<file path="src/hdl/cmh_pkg.sv">
package cmh_pkg;

  // Object count and the legal object number range carried on event ports.
  localparam int          NUM_OBJ   = 32;
  localparam logic [5:0]  OBJ_FIRST = 6'h01;
  localparam logic [5:0]  OBJ_LAST  = 6'h20;

  // Frame payload geometry.
  localparam int          NUM_BYTES  = 8;
  localparam logic [3:0]  LEN_MAX    = 4'h8;
  localparam logic [3:0]  BYTE_LAST  = 4'h7;
  localparam logic [3:0]  BYTE_INC   = 4'h1;
  localparam logic [3:0]  BYTE_FIRST = 4'h0;

  // Register byte offsets on the AXI4-Lite slave.
  localparam int          ADDR_W        = 12;
  localparam logic [11:0] OFF_IRQ_ID    = 12'h010;
  localparam logic [11:0] OFF_TXRQ_1    = 12'h100;
  localparam logic [11:0] OFF_TXRQ_2    = 12'h104;
  localparam logic [11:0] OFF_FRESH_1   = 12'h120;
  localparam logic [11:0] OFF_FRESH_2   = 12'h124;
  localparam logic [11:0] WORD_MASK     = 12'hffc;

  // Reset values and identifier codes.
  localparam logic [31:0] RST_VECTOR    = 32'h0000_0000;
  localparam logic [15:0] ID_NONE       = 16'h0000;
  localparam logic [15:0] ID_STATUS     = 16'h8000;
  localparam logic [15:0] RST_IRQ_ID    = 16'h0000;
  localparam logic [31:0] RDATA_ZERO    = 32'h0000_0000;

  // AXI response codes.
  localparam logic [1:0]  RESP_OKAY     = 2'h0;
  localparam logic [1:0]  RESP_SLVERR   = 2'h2;

  // Read channel state.
  typedef enum logic {
    CMH_RD_IDLE = 1'b0,
    CMH_RD_RESP = 1'b1
  } cmh_rd_state_t;

  // End of a received frame, reported by the protocol core.
  typedef struct packed {
    logic       valid;
    logic       remote;
    logic [5:0] obj;
    logic [3:0] len_code;
    logic       remote_reply_enable;
    logic       irq_en;
  } cmh_rx_end_t;

  // Successful transmission of an object.
  typedef struct packed {
    logic       valid;
    logic [5:0] obj;
    logic       irq_en;
  } cmh_tx_done_t;

  // Flag update requested by software through the object access interface.
  typedef struct packed {
    logic       valid;
    logic [5:0] obj;
    logic       txrq_wr;
    logic       txrq_val;
    logic       fresh_wr;
    logic       fresh_val;
    logic       irqp_wr;
    logic       irqp_val;
  } cmh_sw_cmd_t;

  // Write of a whole data field into object storage.
  typedef struct packed {
    logic        valid;
    logic [5:0]  obj;
    logic [3:0]  len;
    logic [63:0] data;
  } cmh_store_t;

endpackage

</file>
<file path="src/hdl/cmh_status.sv">
`timescale 1ns/1ps

// Notes on behaviour
// - Payload byte 0 is the first byte shifted in, byte 7 the last.
// - A stored data frame writes all eight byte slots; extras hold unspecified values.
// - All status registers are read-only and reflect handler state only.
// - The interrupt identifier is a sixteen-bit read-only value naming the source.
// - With several sources pending, the highest priority one is reported.
// - Pending sources stay pending until software clears them.
// - Interrupt request is high while identifier is nonzero and enable is set.
// - The status interrupt outranks every object interrupt.
// - Lower object numbers outrank higher ones.
// - Object interrupts clear only by clearing that object's pending flag.
// - Reading the status register clears the status interrupt.
// - Identifier codes: zero none, 1 to 32 object, 0x8000 status.
// - Transmit request vector: objects 1-16 in word one, 17-32 in word two.
// - Transmit request changes only by software, remote reception, or transmission done.
// - Fresh data vector uses the same ordering as the transmit request vector.
// - Fresh data updates on data reception, transmission done, or software.
// - Fresh data one means new data written since software last cleared it.
// - Length codes 9 to 15 count as eight data bytes.
// - Remote frame sets transmit request only when remote reply is enabled.
module cmh_status (
  input  wire logic                 clock_i,
  input  wire logic                 rst_i,
  // AXI4-Lite slave.
  input  wire logic [11:0]          s_axi_awaddr_i,
  input  wire logic                 s_axi_awvalid_i,
  output logic                      s_axi_awready_o,
  input  wire logic [31:0]          s_axi_wdata_i,
  input  wire logic [3:0]           s_axi_wstrb_i,
  input  wire logic                 s_axi_wvalid_i,
  output logic                      s_axi_wready_o,
  output logic [1:0]                s_axi_bresp_o,
  output logic                      s_axi_bvalid_o,
  input  wire logic                 s_axi_bready_i,
  input  wire logic [11:0]          s_axi_araddr_i,
  input  wire logic                 s_axi_arvalid_i,
  output logic                      s_axi_arready_o,
  output logic [31:0]               s_axi_rdata_o,
  output logic [1:0]                s_axi_rresp_o,
  output logic                      s_axi_rvalid_o,
  input  wire logic                 s_axi_rready_i,
  // Protocol core and handler events.
  input  wire logic                 rx_byte_valid_i,
  input  wire logic [7:0]           rx_byte_i,
  input  wire cmh_pkg::cmh_rx_end_t rx_end_i,
  input  wire cmh_pkg::cmh_tx_done_t tx_done_i,
  input  wire cmh_pkg::cmh_sw_cmd_t sw_cmd_i,
  input  wire logic                 status_irq_set_i,
  input  wire logic                 status_read_i,
  input  wire logic                 module_irq_enable_i,
  // Results.
  output cmh_pkg::cmh_store_t       store_o,
  output logic [31:0]               object_irq_pending_o,
  output logic                      irq_o
);

  // Identifier selection: status first, then the lowest pending object number.
  function automatic logic [15:0] pick_id(input logic stat, input logic [31:0] pend);
    logic [15:0] r;
    r = cmh_pkg::ID_NONE;
    if (stat) begin
      r = cmh_pkg::ID_STATUS;
    end else begin
      for (int i = cmh_pkg::NUM_OBJ - 1; i >= 0; i--) begin
        if (pend[i]) begin
          r = 16'(i + 1);
        end
      end
    end
    return r;
  endfunction

  // Object number to one-hot bit; numbers outside 1..32 select nothing.
  function automatic logic [31:0] obj_onehot(input logic [5:0] obj);
    logic [31:0] r;
    r = cmh_pkg::RST_VECTOR;
    if (obj >= cmh_pkg::OBJ_FIRST && obj <= cmh_pkg::OBJ_LAST) begin
      r = 32'h0000_0001 << (obj - cmh_pkg::OBJ_FIRST);
    end
    return r;
  endfunction

  // Register address check, shared by the read and write channels.
  function automatic logic is_mapped(input logic [11:0] addr);
    logic [11:0] a;
    a = addr & cmh_pkg::WORD_MASK;
    return (a == cmh_pkg::OFF_IRQ_ID) || (a == cmh_pkg::OFF_TXRQ_1) ||
           (a == cmh_pkg::OFF_TXRQ_2) || (a == cmh_pkg::OFF_FRESH_1) ||
           (a == cmh_pkg::OFF_FRESH_2);
  endfunction

  // Handler state.
  logic [31:0]              txrq;
  logic [31:0]              fresh;
  logic [31:0]              irqp;
  logic                     stat_pend;
  logic [15:0]              irq_id;
  logic [63:0]              rx_buf;
  logic [3:0]               rx_cnt;
  cmh_pkg::cmh_store_t      store;
  logic                     irq;

  logic [31:0]              next_txrq;
  logic [31:0]              next_fresh;
  logic [31:0]              next_irqp;
  logic                     next_stat_pend;
  logic [15:0]              next_irq_id;
  logic [63:0]              next_rx_buf;
  logic [3:0]               next_rx_cnt;
  cmh_pkg::cmh_store_t      next_store;

  // Event decoding into per-object set and clear masks.
  wire  [31:0] rx_oh  = obj_onehot(rx_end_i.obj) & {32{rx_end_i.valid}};
  wire  [31:0] tx_oh  = obj_onehot(tx_done_i.obj) & {32{tx_done_i.valid}};
  wire  [31:0] sw_oh  = obj_onehot(sw_cmd_i.obj) & {32{sw_cmd_i.valid}};
  wire         rx_rmt = rx_end_i.remote;

  wire  [31:0] set_txrq  = (rx_oh & {32{rx_rmt & rx_end_i.remote_reply_enable}}) |
                           (sw_oh & {32{sw_cmd_i.txrq_wr & sw_cmd_i.txrq_val}});
  wire  [31:0] clr_txrq  = tx_oh | (sw_oh & {32{sw_cmd_i.txrq_wr & ~sw_cmd_i.txrq_val}});
  wire  [31:0] set_fresh = (rx_oh & {32{~rx_rmt}}) |
                           (sw_oh & {32{sw_cmd_i.fresh_wr & sw_cmd_i.fresh_val}});
  wire  [31:0] clr_fresh = tx_oh | (sw_oh & {32{sw_cmd_i.fresh_wr & ~sw_cmd_i.fresh_val}});
  wire  [31:0] set_irqp  = (rx_oh & {32{~rx_rmt & rx_end_i.irq_en}}) |
                           (tx_oh & {32{tx_done_i.irq_en}}) |
                           (sw_oh & {32{sw_cmd_i.irqp_wr & sw_cmd_i.irqp_val}});
  wire  [31:0] clr_irqp  = sw_oh & {32{sw_cmd_i.irqp_wr & ~sw_cmd_i.irqp_val}};

  // Per-object flag update; a set in the same cycle as a clear wins so no event is lost.
  genvar g;
  generate
    for (g = 0; g < cmh_pkg::NUM_OBJ; g++) begin : g_obj
      assign next_fresh[g] = set_fresh[g] | (fresh[g] & ~clr_fresh[g]);
      assign next_txrq[g]  = set_txrq[g] | (txrq[g] & ~clr_txrq[g]);
      assign next_irqp[g]  = set_irqp[g] | (irqp[g] & ~clr_irqp[g]);
    end
  endgenerate

  assign next_stat_pend = status_irq_set_i | (stat_pend & ~status_read_i);

  assign next_irq_id = pick_id(next_stat_pend, next_irqp);

  // Payload assembly: each arriving byte lands in the next slot in shift order.
  // Bytes past the eighth are dropped; slots not reached keep stale contents.
  always_comb begin
    next_rx_buf = rx_buf;
    next_rx_cnt = rx_cnt;
    if (rx_end_i.valid) begin
      next_rx_cnt = cmh_pkg::BYTE_FIRST;
    end else if (rx_byte_valid_i && rx_cnt <= cmh_pkg::BYTE_LAST) begin
      next_rx_buf[rx_cnt[2:0] * 8 +: 8] = rx_byte_i;
      next_rx_cnt = rx_cnt + cmh_pkg::BYTE_INC;
    end
  end

  // Store request for a received data frame; the whole field is always written.
  always_comb begin
    next_store       = '0;
    next_store.obj   = rx_end_i.obj;
    next_store.data  = rx_buf;
    next_store.len   = (rx_end_i.len_code > cmh_pkg::LEN_MAX) ? cmh_pkg::LEN_MAX :
                       rx_end_i.len_code;
    next_store.valid = rx_end_i.valid & ~rx_rmt & (rx_oh != cmh_pkg::RST_VECTOR);
  end

  // Handler flops.
  always_ff @(posedge clock_i) begin
    if (rst_i) begin
      txrq      <= cmh_pkg::RST_VECTOR;
      fresh     <= cmh_pkg::RST_VECTOR;
      irqp      <= cmh_pkg::RST_VECTOR;
      stat_pend <= 1'b0;
      irq_id    <= cmh_pkg::RST_IRQ_ID;
      rx_buf    <= '0;
      rx_cnt    <= cmh_pkg::BYTE_FIRST;
      store     <= '0;
      irq       <= 1'b0;
    end else begin
      txrq      <= next_txrq;
      fresh     <= next_fresh;
      irqp      <= next_irqp;
      stat_pend <= next_stat_pend;
      irq_id    <= next_irq_id;
      rx_buf    <= next_rx_buf;
      rx_cnt    <= next_rx_cnt;
      store     <= next_store;
      irq       <= (next_irq_id != cmh_pkg::ID_NONE) & module_irq_enable_i;
    end
  end

  assign store_o              = store;
  assign object_irq_pending_o = irqp;
  assign irq_o                = irq;

  // ---------------- AXI4-Lite slave ----------------
  cmh_pkg::cmh_rd_state_t   rd_state;
  cmh_pkg::cmh_rd_state_t   next_rd_state;
  logic [31:0]              rdata;
  logic [31:0]              next_rdata;
  logic [1:0]               rresp;
  logic [1:0]               next_rresp;
  logic [31:0]              rd_word;
  logic                     aw_held;
  logic                     w_held;
  logic [11:0]              awaddr;
  logic                     bvalid;
  logic [1:0]               bresp;
  logic                     awready;
  logic                     wready;
  logic                     next_aw_held;
  logic                     next_w_held;
  logic [11:0]              next_awaddr;
  logic                     next_bvalid;
  logic [1:0]               next_bresp;

  wire  [11:0] rd_addr = s_axi_araddr_i & cmh_pkg::WORD_MASK;
  wire         ar_fire = s_axi_arvalid_i & (rd_state == cmh_pkg::CMH_RD_IDLE);
  wire         aw_fire = s_axi_awvalid_i & awready;
  wire         w_fire  = s_axi_wvalid_i & wready;

  // Read word selection; every mapped word is a live view of handler state, unmapped ones read zero.
  // read-only status
  always_comb begin
    if (rd_addr == cmh_pkg::OFF_IRQ_ID) begin
      rd_word = {16'h0000, irq_id};
    end else if (rd_addr == cmh_pkg::OFF_TXRQ_1) begin
      rd_word = {16'h0000, txrq[15:0]};
    end else if (rd_addr == cmh_pkg::OFF_TXRQ_2) begin
      rd_word = {16'h0000, txrq[31:16]};
    end else if (rd_addr == cmh_pkg::OFF_FRESH_1) begin
      rd_word = {16'h0000, fresh[15:0]};
    end else if (rd_addr == cmh_pkg::OFF_FRESH_2) begin
      rd_word = {16'h0000, fresh[31:16]};
    end else begin
      rd_word = cmh_pkg::RDATA_ZERO;
    end
  end

  // Read channel: one read at a time, data one cycle after the address is taken.
  always_comb begin
    next_rd_state = rd_state;
    next_rdata    = rdata;
    next_rresp    = rresp;
    case (rd_state)
      cmh_pkg::CMH_RD_IDLE: begin
        if (ar_fire) begin
          next_rd_state = cmh_pkg::CMH_RD_RESP;
          next_rdata    = rd_word;
          next_rresp    = is_mapped(s_axi_araddr_i) ? cmh_pkg::RESP_OKAY :
                          cmh_pkg::RESP_SLVERR;
        end
      end
      cmh_pkg::CMH_RD_RESP: begin
        if (s_axi_rready_i) begin
          next_rd_state = cmh_pkg::CMH_RD_IDLE;
          next_rdata    = cmh_pkg::RDATA_ZERO;
        end
      end
      default: begin
        next_rd_state = cmh_pkg::CMH_RD_IDLE;
      end
    endcase
  end

  // Write channel: address and data taken in either order, then one response.
  // writes ignored
  always_comb begin
    next_aw_held = aw_held | aw_fire;
    next_w_held  = w_held | w_fire;
    next_awaddr  = aw_fire ? s_axi_awaddr_i : awaddr;
    next_bvalid  = bvalid;
    next_bresp   = bresp;
    if (bvalid && s_axi_bready_i) begin
      next_bvalid = 1'b0;
    end
    if (next_aw_held && next_w_held && !bvalid) begin
      next_bvalid  = 1'b1;
      next_bresp   = is_mapped(next_awaddr) ? cmh_pkg::RESP_OKAY : cmh_pkg::RESP_SLVERR;
      next_aw_held = 1'b0;
      next_w_held  = 1'b0;
    end
  end

  // Bus flops; awready and wready are registered, while arready and rvalid are decoded from rd_state.
  always_ff @(posedge clock_i) begin
    if (rst_i) begin
      rd_state <= cmh_pkg::CMH_RD_IDLE;
      rdata    <= cmh_pkg::RDATA_ZERO;
      rresp    <= cmh_pkg::RESP_OKAY;
      aw_held  <= 1'b0;
      w_held   <= 1'b0;
      awaddr   <= '0;
      bvalid   <= 1'b0;
      bresp    <= cmh_pkg::RESP_OKAY;
      awready  <= 1'b0;
      wready   <= 1'b0;
    end else begin
      rd_state <= next_rd_state;
      rdata    <= next_rdata;
      rresp    <= next_rresp;
      aw_held  <= next_aw_held;
      w_held   <= next_w_held;
      awaddr   <= next_awaddr;
      bvalid   <= next_bvalid;
      bresp    <= next_bresp;
      awready  <= ~next_aw_held & ~next_bvalid;
      wready   <= ~next_w_held & ~next_bvalid;
    end
  end

  // Write data and strobes carry nothing this block stores.
  assign s_axi_awready_o = awready;
  assign s_axi_wready_o  = wready;
  assign s_axi_bvalid_o  = bvalid;
  assign s_axi_bresp_o   = bresp;
  assign s_axi_arready_o = (rd_state == cmh_pkg::CMH_RD_IDLE);
  assign s_axi_rvalid_o  = (rd_state == cmh_pkg::CMH_RD_RESP);
  assign s_axi_rdata_o   = rdata;
  assign s_axi_rresp_o   = rresp;

endmodule // cmh_status

</file>
<file path="config.mk">
export PLATFORM = sky130hd
export DESIGN_NAME = cmh_status
export DESIGN_NICKNAME = d
export VERILOG_FILES = /design/src/hdl/cmh_pkg.sv /design/src/hdl/cmh_status.sv
export SDC_FILE = /design/constraint.sdc
export NUM_CORES = 1
export LEC_CHECK = 0
export ABC_AREA = 1
export BUFFER_PORTS_ARGS = -buffer_cell sky130_fd_sc_hd__buf_4
export CAP_MARGIN = 5
export CORE_MARGIN = 8
export CORE_UTILIZATION = 35
export DETAILED_ROUTE_END_ITERATION = 12
export PLACE_DENSITY = 0.58
export SLEW_MARGIN = 10
export SYNTH_ARGS = -nofsm -noshare
export SYNTH_HDL_FRONTEND = slang
export SYNTH_SLANG_ARGS = --single-unit
</file>
<file path="constraint.sdc">
create_clock -name clock_i -period 4.45 [get_ports clock_i]
set_clock_uncertainty 0.15 [all_clocks]
set_input_delay 0.89 -clock clock_i [delete_from_list [all_inputs] [get_ports clock_i]]
set_output_delay 0.89 -clock clock_i [all_outputs]
set_load 0.01 [all_outputs]
</file>
==> results.md, run 1 <==
- Grt total ovfl: 0
- CTS sink cnt: 281
- Core area: 37700 um^2
- Power per cell area: 347 nW/um^2
- Final worst-path cycle share: 92.8%
- Post-synth top area cell: dfxtp_1
- CTS Buffer Depth: 3
- Initial antenna violation count: 0
- Final setup fails: 0
- Worst path required time: 4.79 ns
- WL/cell: 19.7 um
- Final Slew Violations: 0
- RR Startpoint: rx_cnt[0]$_SDFFE_PP0P_
- Synth top area cells: dfxtp_1 42%, nand2_1 10%, nor2_1 7.7%, inv_1 7.4%, a21oi_1 3.8%
- Post-synth EDFFs: 0
- Fin nets: 2368
- Synthesis Warnings: 0
- Final Hold Fails: 0
- Kind of end point of the critical path: register
- Minimum clock period after layout: 4.13 ns
- CTS Buf Count: 35
- First-pass GRT wire length: 82700 um
- Register area share after synthesis: 42.0%
- Worst slew pin tran: 1.03 ns
- HPWL Detailed: 40700 um
- WL final: 54700 um
- CP Launch Point: sw_cmd_i[6]
- Cells after synthesis: 1889
- FILL cells: 3900
- Via count of the first global-routing pass: 13900
- Crit path max fanout: 5
- Top-count cell post-synth: nand2_1
- CTS H-tree depth: 2
- Skew-Pair Late Insertion Delay: 0.55 ns
- WS Path Type: in2reg
- # Post-CTS Setup Buffers: 0
- Initial core utilization: 35.5%
- P&R area growth vs syn: 33.3%
- Width of the die: 212 um
- # Max-Cap Violations: 0
- TritonCTS clock tree: done
- Vias/cell: 5.10
- Hold_sp: rx_buf[24]$_SDFFE_PP0P_
- All-Layer GR Usage: 23.8%
- Hold buffer count at cts: 0
- DP Area: 16600 um^2
- RD Place Congestion: 0.974
- #FFs+latches synth: 281
- Async SR Flop Fraction: 0%
- Top-area cell type share of the netlist area: 42.0%
- Main synth FF type: dfxtp_1
- Clock Tree Root: clkbuf_16
- Die Y: 212 um
- Netlist Area Pre-Place: 13400 um^2
- VDD IR max: 350 uV
- Distinct cells, synth: 57
- Status: finished, final reports clean
- Fin Setup TNS: 0 ns
- I/O pin total: 263
- Port Buffers: 204
- Headroom to the max-slew limit: 31.0%
- Share of cells above drive strength 1: 22.9%
- Top cells by count, synth: 361 x nand2_1, 281 x dfxtp_1, 275 x nor2_1, 264 x inv_1, 102 x a21oi_1
- Largest net degree at the start of global routing: 157
- RSZ-0062 raised after global routing: no
- Fmax: 242 MHz
- Clock slew at the register clock pins of the worst setup and hold paths: 0.06 ns
- Initial DRC count: 1297
- Syn avg cell area: 7.09 um^2
- Leakage power: 7.62 nW
- Post-CTS Resized: 0
- Die area: 44800 um^2
- Fin area: 17800 um^2
- DR vias: 14200
- DRC Markers: 0
- Antenna Nets Post-Route: 0
- Crit path launch type: input port
- Detailed Routing Iterations Pass 1: 6
- Site Rows: 71
- Critical Path AT: 4.47 ns
- HP Class: reg2reg
[path summary, 6_finish.rpt]
| check | endpoint | slack (ns) | cells past startpoint |
|---|---|---|---|
| worst max-delay path | irq_o$_SDFF_PP0_ | 0.32 | 25 |
| worst max register to register | rx_buf[39]$_SDFFE_PP0P_ | 1.52 | 6 |
| worst min-delay path | store_o[24]$_SDFF_PP0_ | 0.26 | 2 |
| worst min register to register | store_o[24]$_SDFF_PP0_ | 0.26 | 2 |
[critical path, cell delays in order]
cell,delay (ns)
buf_4,0.13
nor2_8,0.12
ha_1,0.25
inv_1,0.13
nand3_1,0.17
buf_4,0.17
nor2_1,0.10
inv_1,0.09
buf_4,0.15
nor2_1,0.12
inv_1,0.09
o21ai_1,0.11
o21ai_0,0.12
a221oi_2,0.23
nand2_1,0.10
nor2_1,0.16
nand2_1,0.11
nor4_1,0.47
buf_4,0.22
nand2_1,0.07
nand4_1,0.09
and3b_1,0.18
nand3_1,0.09
nand2_1,0.05
inv_1,0.04
[kinds of logic (layout without fill, tap and decap cells)]
group,after synthesis,in the layout,synth area share [%]
adder cells (fa/ha/maj),12,12,1.12
other,1,19,0.0280
AO/OA/AOI/OAI,377,377,17.6
multiplexers,9,9,0.673
buffers and inverters,385,747,11.6
AND/OR/NAND/NOR,823,823,26.9
XOR/XNOR,1,1,0.0655
flip-flops,281,281,42.0
[power breakdown]
part	internal, mW	switching [mW]	leakage, nW
logic	0.222	0.416	4.77
clock network	1.83	1.16	0.584
registers	2.55	0.0177	2.27
total	4.61	1.59	7.62
[through the flow]
| stage | power, mW | cells | hold slack, ns | setup WS [ns] | util [%] |
|---|---|---|---|---|---|
| CTS | 6.24 | 2779 | 0.264 | 0.409 | 47.4 |
| finish | 6.20 | 2780 | 0.263 | 0.319 | 47.4 |
| floorplan | 2.95 | 1906 | 0.250 | 0.551 | - |
| global route | 6.40 | 2779 | 0.291 | 0.106 | 47.4 |
| detailed placement | 3.25 | 2716 | 0.260 | -0.128 | 44.2 |
| global placement | 3.25 | 2716 | 0.254 | -0.160 | 44.2 |
[per-layer routing]
metal,part of all wire [%],up-vias,routed length [um],global-route usage [%]
met2,46,612,25100,39.5
met3,8.3,141,4520,5.26
met4,4.8,0,2610,11.4
li1,-,6859,-,-
met1,41,6563,22500,29.1
met5,0,-,0,0
[sequential cells by signal (all words and copies together) (netlist names), 4 cells and up]
name / count
rx_buf: 64
object_irq_pending_o: 32
fresh: 32
txrq: 32
rx_cnt: 4
irq_id: 6
awaddr: 10
s_axi_rdata_o: 16
store_o: 75
[cells in the final DEF, fill, tap and decap left out, types with 4 or more instances in the layout]
| cell | netlist | layout |
|---|---|---|
| clkbuf_8 | 0 | 6 |
| inv_2 | 16 | 17 |
| clkbuf_16 | 0 | 36 |
| clkinv_2 | 1 | 4 |
| dfxtp_1 | 281 | 281 |
| o31ai_1 | 7 | 7 |
| nor3_1 | 39 | 39 |
| nand2_1 | 361 | 361 |
| clkbuf_1 | 61 | 10 |
| buf_4 | 20 | 395 |
| nor2_2 | 6 | 6 |
| o221ai_1 | 11 | 11 |
| a221oi_1 | 9 | 9 |
| o211ai_1 | 62 | 62 |
| nor2_1 | 275 | 275 |
| o21ai_1 | 15 | 15 |
| nor4_1 | 10 | 10 |
| nand3_1 | 54 | 54 |
| inv_1 | 264 | 263 |
| o21ai_0 | 72 | 72 |
| conb_1 | 1 | 18 |
| or2_2 | 6 | 6 |
| mux2i_1 | 9 | 9 |
| nand4_1 | 35 | 35 |
| a211oi_1 | 7 | 7 |
| nor2_4 | 12 | 12 |
| a221oi_2 | 5 | 5 |
| bufinv_16 | 0 | 4 |
| clkinv_1 | 4 | 4 |
| nand2_2 | 4 | 4 |
| o22ai_1 | 13 | 13 |
| a31oi_1 | 60 | 60 |
| ha_1 | 12 | 12 |
| a21oi_1 | 102 | 102 |
| nand3b_1 | 4 | 4 |
[cell type report]
class	count	area, um^2	share of cell area, %
tap	511	639	3.58
sequential	281	5630	31.5
multi-input combinational	1240	6270	35.1
clock inverter	11	179	1.00
timing repair buffer	399	3040	17.0
antenna	1	2.50	0.0140
inverter	285	1070	6.00
clock buffer	52	1020	5.72
No activity file was read; power rests on OpenSTA's default activity.
==> run 2: changes to the inputs <==
ABC_AREA = unset   (was 1)
REMOVE_ABC_BUFFERS = 1   (was unset)
==> run 2 against run 1 <==
Effect of this change: first-iteration DRC count is 7.6% lower; register-to-register slack worse by 0.03 ns; cell count is 16% lower; wire length is 9.9% lower; fmax is 4.0% higher; clock-buffer cell count is 2 lower; die area hardly changed; via count is 8.1% lower; sequential share of layout area is 2.4 points higher; core utilization is 3.3 points lower; sequential cell count stayed put; final area is 7.0% lower; critical path type unchanged; critical endpoint unchanged; largest cell class unchanged; highest routed layer is now met5.
==> results.md, run 2 <==
- HPWL Detailed: 35500 um (-13%)
- Cells after synthesis: 1626 (-14%)
- TritonCTS clock tree: done
- FILL cells: 3816 (-2.2%)
- Detailed Routing Iterations Pass 1: 5 (-1)
- Largest net degree at the start of global routing: 147 (-6.4%)
- CTS H-tree depth: 2 (unchanged)
- Hold_sp: rx_buf[44]$_SDFFE_PP0P_
- Initial DRC count: 1199 (-7.6%)
- CTS Buffer Depth: 3 (unchanged)
- Reg2reg setup slack: 1.49 ns (-0.03 ns)
- VDD IR max: 207 uV (-41%)
- WL/cell: 21.2 um (+7.6%)
- Post-CTS Resized: 0 (unchanged)
- Largest family of logic cells by synthesized area: simple AND/OR/NAND/NOR gates
- Crit path launch type: input port
- Distinct cells, synth: 85 (+49%)
- Vias/cell: 5.59 (+9.7%)
- Site Rows: 71 (unchanged)
- RR Startpoint: rx_cnt[0]$_SDFFE_PP0P_
- Clock power share: 48.2% (about the same)
- Final hold slack: 0.297 ns (+0.0341 ns)
- Top-count cell post-synth: dfxtp_1
- P_sw: 1.49 mW (-6.6%)
- Fin area: 16600 um^2 (-7.0%)
- Fin nets: 1919 (-19%)
- Adder-cell share of the synthesized area: 1.12% (about the same)
- Main synth FF type: dfxtp_1
- #FFs+latches synth: 281 (unchanged)
- Crit path max fanout: 2 (-3)
- Top-area cell type share of the netlist area: 42.1% (about the same)
- Width of the die: 211 um (about the same)
- Netlist Area Pre-Place: 13400 um^2 (about the same)
- Slowest stage delay, CP: 0.57 ns (+0.10 ns)
- Grt total ovfl: 0 (unchanged)
- Skew-Pair Late Insertion Delay: 0.53 ns (-0.02 ns)
- Fin util: 44.0% (-3.3 points)
- Synthesis Warnings: 0 (unchanged)
- Switching part of the total power: 24.7% (-1.0 points)
- Final Slew Violations: 0 (unchanged)
- Crit path cell chain: buf_4, nor2_1, ha_1, or3b_1, nor4_1, mux2i_1, o221ai_2, or4_1, o211ai_1, a311o_1, a31oi_1, o41a_1
- Critical Path Slowest Stage Cell: or4_1
- Largest register FFs: 75 (unchanged)
- Share of cells above drive strength 1: 20.1% (-2.8 points)
- DP Area: 15400 um^2 (-7.4%)
- Most common cell after layout, fill and taps aside: dfxtp_1
- Hold path endpoint: rx_buf[44]$_SDFFE_PP0P_
- Most Crowded Layer GR: met2
- Met1 Use GR: 28.1% (-1.0 points)
- Min-Delay Path Depth: 2 (unchanged)
- I/O pin total: 263 (unchanged)
- R2R Path End: rx_buf[12]$_SDFFE_PP0P_
- Async SR Flop Fraction: 0% (unchanged)
- Kind of end point of the critical path: register
- Worst slew pin tran: 1.11 ns (+0.0782 ns)
- Headroom to the max-slew limit: 25.7% (-5.3 points)
- Minimum clock period after layout: 3.97 ns (-0.158 ns)
- WL final: 49300 um (-9.9%)
- RD Place Congestion: 0.949 (-2.5%)
- Fmax: 252 MHz (+4.0%)
- Core area: 37700 um^2 (unchanged)
- Initial core utilization: 35.5% (about the same)
- Register area share after synthesis: 42.1% (about the same)
- Fin Setup TNS: 0 ns (unchanged)
- Antenna Nets Post-Route: 0 (unchanged)
- # Max-Cap Violations: 0 (unchanged)
- First-pass GRT wire length: 75500 um (-8.6%)
- Largest delay share family, worst path: simple AND/OR/NAND/NOR gates
- Power per cell area: 364 nW/um^2 (+4.7%)
- HP Class: reg2reg
- WS Path Type: in2reg
- Die Y: 211 um (about the same)
- Synth Area in Compound Gates: 18.9% (+1.3 points)
- Hold buffer count at cts: 0 (unchanged)
- Final Hold Fails: 0 (unchanged)
- Port Buffers: 204 (unchanged)
- CTS sink cnt: 281 (unchanged)
- Met3 Usage GRT: 4.88% (-0.38 points)
- Clock Tree Root: clkbuf_16
- Final worst-path cycle share: 89.3% (-3.5 points)
- Worst path required time: 4.71 ns (-0.08 ns)
- Post-Synth Simple-Gate Area: 29.2% (+2.3 points)
- DRC Markers: 0 (unchanged)
- CTS Buf Count: 34 (-2.9%)
- Clock slew at the register clock pins of the worst setup and hold paths: 0.06 ns (about the same)
- WP buf/inv: 1 (-7)
- Syn avg cell area: 8.22 um^2 (+16%)
- Final setup fails: 0 (unchanged)
- Leakage power: 6.12 nW (-20%)
- Reg power frac: 42.6% (+1.1 points)
- Status: finished, final reports clean
- Critical Path AT: 4.24 ns (-0.23 ns)
- Initial antenna violation count: 2 (+2)
- Top cells by count, synth: 281 x dfxtp_1, 228 x nand2_1, 138 x nor2_1, 118 x a21oi_1, 110 x clkbuf_1
- All-Layer GR Usage: 21.3% (-2.5 points)
- Post-synth EDFFs: 0 (unchanged)
- Synth top area cells: dfxtp_1 42%, nand2_1 6.4%, a21oi_1 4.4%, nor2_1 3.9%, nor2b_1 3.8%
- # Post-CTS Setup Buffers: 0 (unchanged)
- DR vias: 13000 (-8.1%)
- Post-synth top area cell: dfxtp_1
- M2 GR Usage: 33.6% (-5.9 points)
- Mux cell area share after synthesis: 2.81% (+2.1 points)
- P&R area growth vs syn: 24.0%
- Post-Synth XOR/XNOR Area: 0.197% (+0.13 points)
- RSZ-0062 raised after global routing: no
- Via count of the first global-routing pass: 12700 (-8.8%)
- R2R depth: 9 (+3)
- Internal: 4.54 mW (-1.3%)
- Most frequent cells in the layout: 281 x dfxtp_1, 266 x buf_4, 228 x nand2_1
- Gate power share: 9.2% (-1.1 points)
- Die area: 44700 um^2 (about the same)
## run 2: cell count changes in the layout (fill, tap and decap cells not counted), sizes merged, moves of 28 or more
| cell | change |
|---|---|
| nand3 | +46 |
| o211ai | -36 |
| nor2 | -156 |
| nand2 | -138 |
| o21ai | -52 |
| inv | -263 |
| a22oi | +45 |
| nor2b | +82 |
| buf | -132 |
| and2 | +45 |
| a31oi | -28 |
## run 2: through the flow
| step | setup slack (ns) | total power [mW] | std cells |
|---|---|---|---|
| 4_1_cts | 0.560 | 6.08 | 2328 |
| 2_1_floorplan | 0.283 | 2.85 | 1489 |
| 5_1_grt | 0.418 | 6.25 | 2328 |
| 3_3_place_gp | 0.0136 | 3.17 | 2268 |
| 6_report | 0.477 | 6.03 | 2329 |
| 3_5_place_dp | 0.00325 | 3.17 | 2268 |
## run 2: cell type report
class | instances | area, um^2 | share of cell area, %
Multi-Input combinational cell | 1192 | 7050 | 42.5
Inverter | 16 | 60.1 | 0.362
Antenna cell | 1 | 2.50 | 0.0151
Tap cell | 511 | 639 | 3.85
Clock inverter | 10 | 175 | 1.06
Sequential cell | 281 | 5630 | 33.9
Clock buffer | 50 | 1000 | 6.04
Timing Repair Buffer | 268 | 2030 | 12.2
## run 2: how the worst max path moves through the flow
stage / from / endpoint / slack [ns] / cells past startpoint
2_1_floorplan: sw_cmd_i[6] / irq_o$_SDFF_PP0_ / 0.28 / 11
3_3_place_gp: sw_cmd_i[6] / irq_o$_SDFF_PP0_ / 0.01 / 12
3_5_place_dp: sw_cmd_i[6] / irq_o$_SDFF_PP0_ / 0.003 / 12
4_1_cts: sw_cmd_i[6] / irq_o$_SDFF_PP0_ / 0.56 / 12
5_1_grt: sw_cmd_i[6] / irq_o$_SDFF_PP0_ / 0.42 / 12
6_report: sw_cmd_i[6] / irq_o$_SDFF_PP0_ / 0.48 / 12
## run 2: logic make-up after synthesis
kind of cell	after synthesis
other	1
adder cells (fa/ha/maj)	12
AO/OA/AOI/OAI	366
AND/OR/NAND/NOR	757
buffers and inverters	170
XOR/XNOR	3
multiplexers	36
flip-flops	281
## run 2: routing by layer
layer / vias up / part of all wire, %
met4: 2 / 3.4
met1: 6156 / 43
met2: 617 / 45
li1: 6132 / -
met3: 120 / 8.7
met5: - / 0.026
## run 2: power by group through the flow
stage | combinational [mW] | clock, mW | sequential, mW
2_1_floorplan | 0.223 | 0 | 2.62
3_3_place_gp | 0.543 | 0 | 2.62
3_5_place_dp | 0.546 | 0 | 2.62
4_1_cts | 0.548 | 2.97 | 2.57
5_1_grt | 0.597 | 3.08 | 2.57
6_report | 0.557 | 2.91 | 2.57
## run 2: worst register-to-register path, cell delays in order, from the launching register on
cell     delay [ns]
dfxtp_1        0.56
inv_1          0.18
ha_1           0.23
ha_1           0.24
nor3b_1        0.91
buf_4          0.31
nand2_1        0.06
nor2_1         0.10
a21oi_1        0.06
nor2_1         0.10
==> run 3: changes to the inputs <==
CORE_ASPECT_RATIO = 1.4   (was unset)
==> run 3 against run 2 <==
Effect of this change: combinational power increased by 0.7%; global-route usage grew 0.072 points; critical path depth unchanged; largest cell class unchanged; total power increased by 0.39%; worst setup slack better by 0.13 ns; core utilization is 0.15 points lower; worst hold slack improved by 0.0033 ns; critical endpoint unchanged; first-iteration DRC count increased by 4.4%; sequential share of layout area grew 0.15 points.
==> results.md, run 3 (synthesized netlist as in run 2, its figures left out) <==
- Status: finished, final reports clean
- Fin nets: 1915 (-0.21%)
- Initial core utilization: 35.5% (+0.038 points)
- Detailed Routing Iterations Pass 1: 5 (unchanged)
- DRC Markers: 0 (unchanged)
- Clock slew at the register clock pins of the worst setup and hold paths: 0.06 ns (about the same)
- Core area: 37600 um^2 (-0.11%)
- Most frequent cells in the layout: 281 x dfxtp_1, 266 x buf_4, 228 x nand2_1
- Grt total ovfl: 0 (unchanged)
- RD Place Congestion: 0.948 (-0.17%)
- CTS Buffer Depth: 3 (unchanged)
- Fin area: 16500 um^2 (-0.44%)
- I/O pin total: 263 (unchanged)
- Most common cell after layout, fill and taps aside: dfxtp_1
- Power per cell area: 367 nW/um^2 (+0.84%)
- Final Hold Fails: 0 (unchanged)
- WL/cell: 21.8 um (+3.1%)
- WS Path Type: in2reg
- DR vias: 12900 (-0.97%)
- Final Slew Violations: 0 (unchanged)
- Clock Tree Root: clkbuf_16
- Crit path launch type: input port
- # Max-Cap Violations: 0 (unchanged)
- Post-CTS Resized: 0 (unchanged)
- Largest register FFs: 75 (unchanged)
- P&R area growth vs syn: 23.5%
- Hold buffer count at cts: 0 (unchanged)
- Fin Setup TNS: 0 ns (unchanged)
- Share of cells above drive strength 1: 20.1% (-0.055 points)
- Vias/cell: 5.65 (+0.93%)
- Worst path required time: 4.76 ns (+0.05 ns)
- RSZ-0062 raised after global routing: no
- Largest net degree at the start of global routing: 79 (-46%)
- Antenna Nets Post-Route: 0 (unchanged)
- Headroom to the max-slew limit: 45.2% (+19 points)
- TritonCTS clock tree: done
- Site Rows: 84 (+18%)
- Fmax: 260 MHz (+3.2%)
- HPWL Detailed: 36700 um (+3.2%)
- Kind of end point of the critical path: register
- Fin util: 43.9% (-0.15 points)
- Final setup fails: 0 (unchanged)
- Die area: 44800 um^2 (+0.20%)
- Minimum clock period after layout: 3.85 ns (-0.125 ns)
- Critical Path AT: 4.16 ns (-0.08 ns)
- WL final: 49900 um (+1.2%)
- # Post-CTS Setup Buffers: 0 (unchanged)
- Total power: 6.06 mW (+0.39%)
- Antenna cells: 0 (-1)
- Skew-Pair Late Insertion Delay: 0.59 ns (+0.06 ns)
- VDD IR max: 286 uV (+38%)
- First-pass GRT wire length: 75200 um (-0.52%)
- Initial antenna violation count: 1 (-1)
- Leakage power: 6.10 nW (-0.45%)
- Port Buffers: 204 (unchanged)
- CTS Buf Count: 30 (-12%)
- Final worst-path cycle share: 86.5% (-2.8 points)
- HP Class: reg2reg
- Die Y: 247 um (+17%)
- Crit path max fanout: 3 (+1)
- Initial DRC count: 1252 (+4.4%)
- Width of the die: 181 um (-14%)
- Via count of the first global-routing pass: 12700 (-0.53%)
- All-Layer GR Usage: 21.4% (+0.072 points)
- Worst slew pin tran: 0.815 ns (-0.297 ns)
- DP Area: 15400 um^2 (-0.36%)
- CTS sink cnt: 281 (unchanged)
- FILL cells: 3807 (-0.24%)
- CTS H-tree depth: 1 (-1)
==> run 3: worst max-delay path, cell delays in order <==
cell and delay (ns):
buf_4 0.12, nor2_1 0.15, ha_1 0.28, or3b_1 0.38, nor4_1 0.33, mux2i_1 0.32, o221ai_2 0.17, or4_1 0.55
o211ai_1 0.17, a311o_1 0.26, a31oi_1 0.14, o41a_1 0.41
==> run 3: power breakdown <==
group | switching (mW) | internal, mW | total (mW)
logic | 0.369 | 0.191 | 0.561
clock network | 1.10 | 1.83 | 2.93
registers | 0.0176 | 2.55 | 2.56
total | 1.49 | 4.57 | 6.06
==> run 3: cell type report <==
class,count,area [um^2],area share (%)
clock buffers,38,821,4.97
flip-flops and latches,281,5630,34.1
multi-input cells,1192,7050,42.7
inverters,16,60.1,0.364
clock inverters,17,340,2.06
well taps,473,592,3.58
repair buffers,268,2030,12.3
==> run 3: per-stage QoR <==
step	cells	hold slack [ns]	setup slack, ns
global placement	2230	0.288	0.0613
CTS	2285	0.301	0.632
detailed placement	2230	0.292	0.0422
floorplan	1489	0.275	0.283
global route	2285	0.320	0.449
finish	2285	0.301	0.602
==> run 3: metal layers <==
metal  track usage [%]  up-vias  share of wire (%)
met3              5.66      154                8.2
met1              23.3     6085                 37
li1                  -     6120                  -
met2              36.9      539                 48
met5                 0        -              0.036
met4              13.1        2                6.2
==> run 3: final timing paths <==
check                         startpoint                     end  slack (ns)  cells past startpoint
setup / recovery             sw_cmd_i[6]        irq_o$_SDFF_PP0_        0.60                     12
hold / removal      awaddr[7]$_SDFF_PP0_    awaddr[7]$_SDFF_PP0_        0.30                      2
hold reg to reg     awaddr[7]$_SDFF_PP0_    awaddr[7]$_SDFF_PP0_        0.30                      2
setup reg to reg  rx_cnt[0]$_SDFFE_PP0P_  rx_buf[2]$_SDFFE_PP0P_        1.77                      7
